<file path="config.mk">
export PLATFORM = sky130hd
export DESIGN_NAME = asp_serial_port
export DESIGN_NICKNAME = d
export VERILOG_FILES = /design/src/hdl/asp_pkg.sv /design/src/hdl/asp_serial_port.sv
export SDC_FILE = /design/constraint.sdc
export NUM_CORES = 1
export LEC_CHECK = 0
export BUFFER_PORTS_ARGS = -buffer_cell sky130_fd_sc_hd__buf_2
export CORE_AREA = 2 2 57 59
export DETAILED_ROUTE_END_ITERATION = 7
export DIE_AREA = 0 0 59 61
export MAX_ROUTING_LAYER = met4
export PLACE_DENSITY = 0.79
export SYNTH_ARGS = -nofsm -noshare
export SYNTH_HDL_FRONTEND = slang
export SYNTH_SLANG_ARGS = --single-unit
</file>
<file path="constraint.sdc">
create_clock -name core_clk_in -period 2.8 [get_ports core_clk_in]
set_input_delay 0.7 -clock core_clk_in [delete_from_list [all_inputs] [get_ports core_clk_in]]
set_output_delay 0.7 -clock core_clk_in [all_outputs]
set_load 0.02 [all_outputs]
</file>
<file path="src/hdl/asp_pkg.sv">
// constants for the converter serial port
package asp_pkg;
  localparam logic [3:0] CTRL_LAST = 4'h7;
  localparam logic [3:0] TRACK_AT = 4'h5;
  localparam logic [3:0] STROBE_AT = 4'h1;
  localparam logic [3:0] MSB_AT = 4'h3;
  localparam logic [3:0] FRAME_LAST = 4'hf;
  localparam logic [4:0] CONV_CYCLES = 5'h0f;
  localparam int UNIPOLAR_BIT = 3;
  localparam int LEAD_ZEROS = 3;
  localparam int TAIL_BITS = 3;
  localparam int FRAME_BITS = 16;
  typedef enum logic [1:0] {
    ASP_HUNT,
    ASP_CTRL,
    ASP_DATA
  } asp_state_type;
endpackage

</file>
<file path="src/hdl/asp_serial_port.sv">
// serial port of a multichannel converter, sampled on the core clock
`timescale 1ns/1ps
module asp_serial_port #(
  parameter int RESULT_BITS = 10
) (
  input wire logic core_clk_in,
  input wire logic sys_rst_in,
  input wire logic sclk_in,
  input wire logic cs_n_in,
  input wire logic sdata_in,
  input wire logic power_off_n_in,
  input wire logic [RESULT_BITS-1:0] analog_code_in,
  output logic sdata_out,
  output logic sdata_oe_out,
  output logic conversion_strobe_out,
  output logic conversion_strobe_oe_out,
  output logic track_out,
  output logic hold_out,
  output logic shutdown_out
);
  // ==========================================================
  // elaboration check
  if (RESULT_BITS + asp_pkg::LEAD_ZEROS + asp_pkg::TAIL_BITS != asp_pkg::FRAME_BITS) begin : g_chk
    $error("RESULT_BITS must fill a 16-bit frame");
  end

  // ==========================================================
  // pin synchronisers
  logic sclk_meta, sclk_sync, sclk_prev;
  logic cs_meta, cs_sync;
  logic din_meta, din_sync;
  logic pwr_meta, pwr_sync;
  always_ff @(posedge core_clk_in or posedge sys_rst_in) begin
    if (sys_rst_in) begin
      sclk_meta <= 1'b0;
      sclk_sync <= 1'b0;
      sclk_prev <= 1'b0;
      cs_meta <= 1'b1;
      cs_sync <= 1'b1;
      din_meta <= 1'b0;
      din_sync <= 1'b0;
      pwr_meta <= 1'b0;
      pwr_sync <= 1'b0;
    end else begin
      sclk_meta <= sclk_in;
      sclk_sync <= sclk_meta;
      sclk_prev <= sclk_sync;
      cs_meta <= cs_n_in;
      cs_sync <= cs_meta;
      din_meta <= sdata_in;
      din_sync <= din_meta;
      pwr_meta <= power_off_n_in;
      pwr_sync <= pwr_meta;
    end
  end
  logic rise, fall;
  assign rise = sclk_sync & ~sclk_prev;
  assign fall = ~sclk_sync & sclk_prev;

  // ==========================================================
  // frame bit selection
  function automatic logic frame_bit(input logic [RESULT_BITS-1:0] res, input logic [3:0] idx);
    logic [asp_pkg::FRAME_BITS-1:0] word;
    word = {{asp_pkg::LEAD_ZEROS{1'b0}}, res, {asp_pkg::TAIL_BITS{1'b0}}};
    return word[4'hf - idx];
  endfunction

  // ==========================================================
  // frame state
  asp_pkg::asp_state_type state, next_state;
  logic [3:0] bit_cnt, next_bit_cnt;
  logic [7:0] ctrl_shift, next_ctrl_shift;
  logic [RESULT_BITS-1:0] result, next_result;
  logic sdata, next_sdata;
  logic strobe, next_strobe;
  logic track, next_track;
  logic hold, next_hold;

  always_comb begin
    next_state = state;
    next_bit_cnt = bit_cnt;
    next_ctrl_shift = ctrl_shift;
    next_result = result;
    next_sdata = sdata;
    next_strobe = strobe;
    next_track = track;
    next_hold = hold;
    if (!pwr_sync || cs_sync) begin
      // shutdown or deselect drops the frame and starts a new hunt
      next_state = asp_pkg::ASP_HUNT;
      next_bit_cnt = 4'h0;
      next_ctrl_shift = 8'h00;
      next_sdata = 1'b0;
      next_strobe = 1'b0;
      next_track = 1'b0;
      next_hold = 1'b0;
    end else if (rise) begin
      case (state)
        asp_pkg::ASP_HUNT: begin
          next_sdata = 1'b0;
          if (din_sync) begin
            next_ctrl_shift = 8'h01;
            next_bit_cnt = 4'h1;
            next_state = asp_pkg::ASP_CTRL;
          end
        end
        asp_pkg::ASP_CTRL: begin
          next_ctrl_shift = {ctrl_shift[6:0], din_sync};
          next_bit_cnt = bit_cnt + 4'h1;
          if (bit_cnt == asp_pkg::CTRL_LAST) begin
            next_bit_cnt = 4'h0;
            next_state = asp_pkg::ASP_DATA;
          end
        end
        asp_pkg::ASP_DATA: begin
          next_sdata = frame_bit(result, bit_cnt);
          next_strobe = (bit_cnt == asp_pkg::STROBE_AT);
          next_bit_cnt = bit_cnt + 4'h1;
          // conversion ends after a fixed count of serial clock rises
          if (bit_cnt == asp_pkg::CONV_CYCLES[3:0] - 4'h1) begin
            next_hold = 1'b0;
          end
          // bits clocked in during readout are not parsed
          if (bit_cnt == asp_pkg::FRAME_LAST) begin
            next_state = asp_pkg::ASP_HUNT;
          end
        end
        default: begin
          next_state = asp_pkg::ASP_HUNT;
        end
      endcase
    end else if (fall) begin
      if (state == asp_pkg::ASP_CTRL && bit_cnt == asp_pkg::TRACK_AT) begin
        next_track = 1'b1;
      end
      if (state == asp_pkg::ASP_DATA && bit_cnt == 4'h0 && track) begin
        next_track = 1'b0;
        next_hold = 1'b1;
        if (ctrl_shift[asp_pkg::UNIPOLAR_BIT]) begin
          next_result = analog_code_in;
        end else begin
          next_result = {~analog_code_in[RESULT_BITS-1], analog_code_in[RESULT_BITS-2:0]};
        end
      end
    end
  end

  always_ff @(posedge core_clk_in or posedge sys_rst_in) begin
    if (sys_rst_in) begin
      state <= asp_pkg::ASP_HUNT;
      bit_cnt <= 4'h0;
      ctrl_shift <= 8'h00;
      result <= '0;
      sdata <= 1'b0;
      strobe <= 1'b0;
      track <= 1'b0;
      hold <= 1'b0;
    end else begin
      state <= next_state;
      bit_cnt <= next_bit_cnt;
      ctrl_shift <= next_ctrl_shift;
      result <= next_result;
      sdata <= next_sdata;
      strobe <= next_strobe;
      track <= next_track;
      hold <= next_hold;
    end
  end

  // ==========================================================
  // outputs; pins released while deselected
  assign sdata_out = sdata;
  assign conversion_strobe_out = strobe;
  assign sdata_oe_out = ~cs_sync;
  assign conversion_strobe_oe_out = ~cs_sync;
  assign track_out = track;
  assign hold_out = hold;
  assign shutdown_out = ~pwr_sync;

  // ==========================================================
  // checks
  logic [4:0] conv_rises;
  always_ff @(posedge core_clk_in or posedge sys_rst_in) begin
    if (sys_rst_in) begin
      conv_rises <= 5'h00;
    end else if (hold) begin
      conv_rises <= conv_rises + {4'h0, rise};
    end else begin
      conv_rises <= 5'h00;
    end
  end
  logic active;
  assign active = pwr_sync & ~cs_sync;
endmodule

</file>
==> impl_metrics.json <==
{
  "yosysSeqAreaShare_pct": 48.71,
  "synth_cells": 152,
  "maxCapViolCount": 0,
  "multi_input_comb_area_um2": 774.5,
  "ys.flop_type": "dfrtp_1",
  "clock_latency_ns": 0.33,
  "clock-root-buffer": "clkbuf_4",
  "drive_gt1_share_pct": 28.25,
  "regArea_um2": 828.3,
  "yosys.area.top_type": "dfrtp_1",
  "cts_sinks": 33,
  "power.density_nw_per_um2": 443.8,
  "synth-edff-count": 0,
  "cp.required_ns": 3.02,
  "yosysTopAreaCellShare_pct": 45.62,
  "synth_cell_types": 40,
  "maxSlewHeadroom_pct": 70.89,
  "num_antenna_cells": 0,
  "fillCellCount": 254,
  "vdd_drop_max_mv": 0.2891,
  "hold_class": "flip-flop to flip-flop",
  "cts_buffers": 5,
  "via_per_inst": 5.629,
  "start_kind": "flip-flop",
  "synth_nets": 178,
  "area_growth_pct": 9.493,
  "yosysWarnings": 0,
  "grt_max_degree": 34,
  "max_freq_ghz": 0.5233,
  "postCtsHoldBufs": 0,
  "cts.htree.levels": 2,
  "drt-initial-drc-count": 32,
  "post-cts-setup-buffers": 0,
  "tns_ns": 0,
  "route.vias.total": 1182,
  "worst_ep_arrival_time_ns": 2.13,
  "portBuffers": 22,
  "slowest_stage": "dfrtp_1",
  "cts-resized-gates": 0,
  "fp.dieArea_um2": 3599,
  "ys_async_sr_fraction_pct": 100.0,
  "hold_viol": 0,
  "drc_errors": 0,
  "antenna_found_initial": 0,
  "finalCriticalPeriod_ns": 1.911,
  "fin_hold_ws_ns": 0.3546,
  "crit_chain": "inv_1, ha_1, and3_1, nand4_1, buf_4, mux2_2",
  "num_rows": 20,
  "die_w_um": 59,
  "ant_nets": 0,
  "clock_path_buffers": 2,
  "gp_congestion": 0.7900,
  "post_dp_cell_area_um2": 1810,
  "finalSetupViolations": 0,
  "power_leakage_nw": 0.8735,
  "synth_most_common_cell": "dfrtp_1",
  "grt_pass1_wl_mm": 5.347,
  "slowest_delay_ns": 0.60,
  "clk_pin_slew_worst_paths_ns": 0.09,
  "io_pins": 23,
  "wl_mm": 3.022,
  "synth_area_leaders": "dfrtp_1 (46%), ha_1 (7.4%), mux2_2 (7.3%)",
  "syn_area_per_cell_um2": 11.19,
  "synth.cell_area_um2": 1700,
  "post-route-period-util_pct": 68.24,
  "finClkSkew_ns": 0.008979,
  "coreArea_um2": 2953,
  "setup.worst_path.class": "flip-flop to flip-flop",
  "critPathTopFamily": "flip-flops",
  "fin_area_um2": 1862,
  "grt_setup_unrepaired": "no",
  "post-dp-hpwl_mm": 2.190,
  "worst_pin_slew_ns": 0.4367,
  "cts_tree": "built",
  "worst-path-max-fanout": 11,
  "initial_core_util_pct": 57.58,
  "finalMaxSlewViolations": 0,
  "first_pass_iters": 4,
  "crit_path_end_kind": "flip-flop",
  "overflow": 0,
  "chipHeight_um": 61,
  "grt.total_usage_pct": 21.01,
  "first_global_vias": 1203,
  "status": "complete, no violations",
  "ys_top_cells_by_count": "dfrtp_1 (31), nand2_1 (16), mux2_2 (11)",
  "nets": 202,
  "crit_buf_inv": 2,
  "ys_ff_latch": 33,
  "routedWlPerCell_um": 14.39
}
[metrics by stage]
stage / util, % / setup WS [ns] / total power, mW / instances
after floorplan: - / 1.058 / 0.5623 / 152
after global placement: 61.31 / 0.9270 / 0.5825 / 202
after detailed placement: 61.31 / 0.9011 / 0.5860 / 202
after CTS: 63.05 / 0.8915 / 0.8390 / 210
after global routing: 63.05 / 0.7457 / 0.8748 / 210
final: 63.05 / 0.8892 / 0.8263 / 210
[layer usage]
layer / vias to the layer above / global-route usage, % / share of wire [%]
met2: 29 / 32.86 / 47
met4: 0 / 8.766 / 1.8
met5: - / - / 0
met3: 6 / 5.757 / 5.8
met1: 558 / 25.75 / 45
li1: 589 / - / -
[cell type report]
type	instances	share of cell area, %
Sequential cell	33	44.49
Multi-Input combinational cell	102	41.60
Timing Repair Buffer	25	7.124
Clock buffer	6	2.218
Tap cell	33	2.218
Inverter	9	1.815
Clock inverter	2	0.5376
[report_power, final]
group | total (mW) | internal [mW] | switching, mW
Combinational | 0.0718 | 0.0316 | 0.0401
Clock | 0.251 | 0.0955 | 0.156
Sequential | 0.503 | 0.492 | 0.0110
[path summary, 6_finish.rpt]
check	start	endpoint	slack [ns]	cells after the start
setup / recovery	bit_cnt[0]	result[1]	0.89	6
max in group asynchronous	sys_rst_in	cs_sync	2.03	3
setup reg to reg	bit_cnt[0]	result[1]	0.89	6
hold / removal	din_meta	din_sync	0.35	0
min in group asynchronous	sys_rst_in	result[6]	0.44	3
hold reg to reg	din_meta	din_sync	0.35	0
[worst reg2reg max path, cell delays in order (launching register included)]
cell and delay (ns):
dfrtp_1 0.60, inv_1 0.15, ha_1 0.22, and3_1 0.19, nand4_1 0.11, buf_4 0.19, mux2_2 0.34
[flip-flops by register name, indices dropped and copies added, names as in the netlist]
| signal | cells |
|---|---|
| bit_cnt | 4 |
| conversion_strobe_out | 1 |
| cs_meta | 1 |
| cs_sync | 1 |
| ctrl_shift | 4 |
| din_meta | 1 |
| din_sync | 1 |
| hold_out | 1 |
| pwr_meta | 1 |
| pwr_sync | 1 |
| result | 10 |
| sclk_meta | 1 |
| sclk_prev | 1 |
| sclk_sync | 1 |
| sdata_out | 1 |
| state | 2 |
| track_out | 1 |
[cells by family after synthesis]
logic type | after synthesis | share of synthesized area [%]
adders and majority gates | 10 | 7.358
AOI/OAI and AO/OA | 27 | 12.21
buffers and inverters | 17 | 5.739
and+or+nand+nor | 49 | 15.82
muxes | 15 | 9.640
xor gates and xnor gates | 1 | 0.5152
DFF | 33 | 48.71
[cells in the final DEF (no fill, tap or decap), drive strengths merged, types with 2 or more instances in the layout]
master	synthesis	routed
o31ai	2	2
buf	8	25
nor2	4	4
mux2i	4	4
and3	5	5
mux2	11	11
or3	3	3
nand3	4	4
inv	9	9
o21ai	5	5
a22o	3	3
nand4	3	3
dfstp	2	2
ha	10	10
o22ai	2	2
a21oi	3	3
nand2b	4	4
clkbuf	0	6
o21bai	2	2
nand2	16	16
a31oi	3	3
nor2b	4	4
clkinv	0	2
dfrtp	31	31
Note: power is estimated with default switching activity, not from simulation.
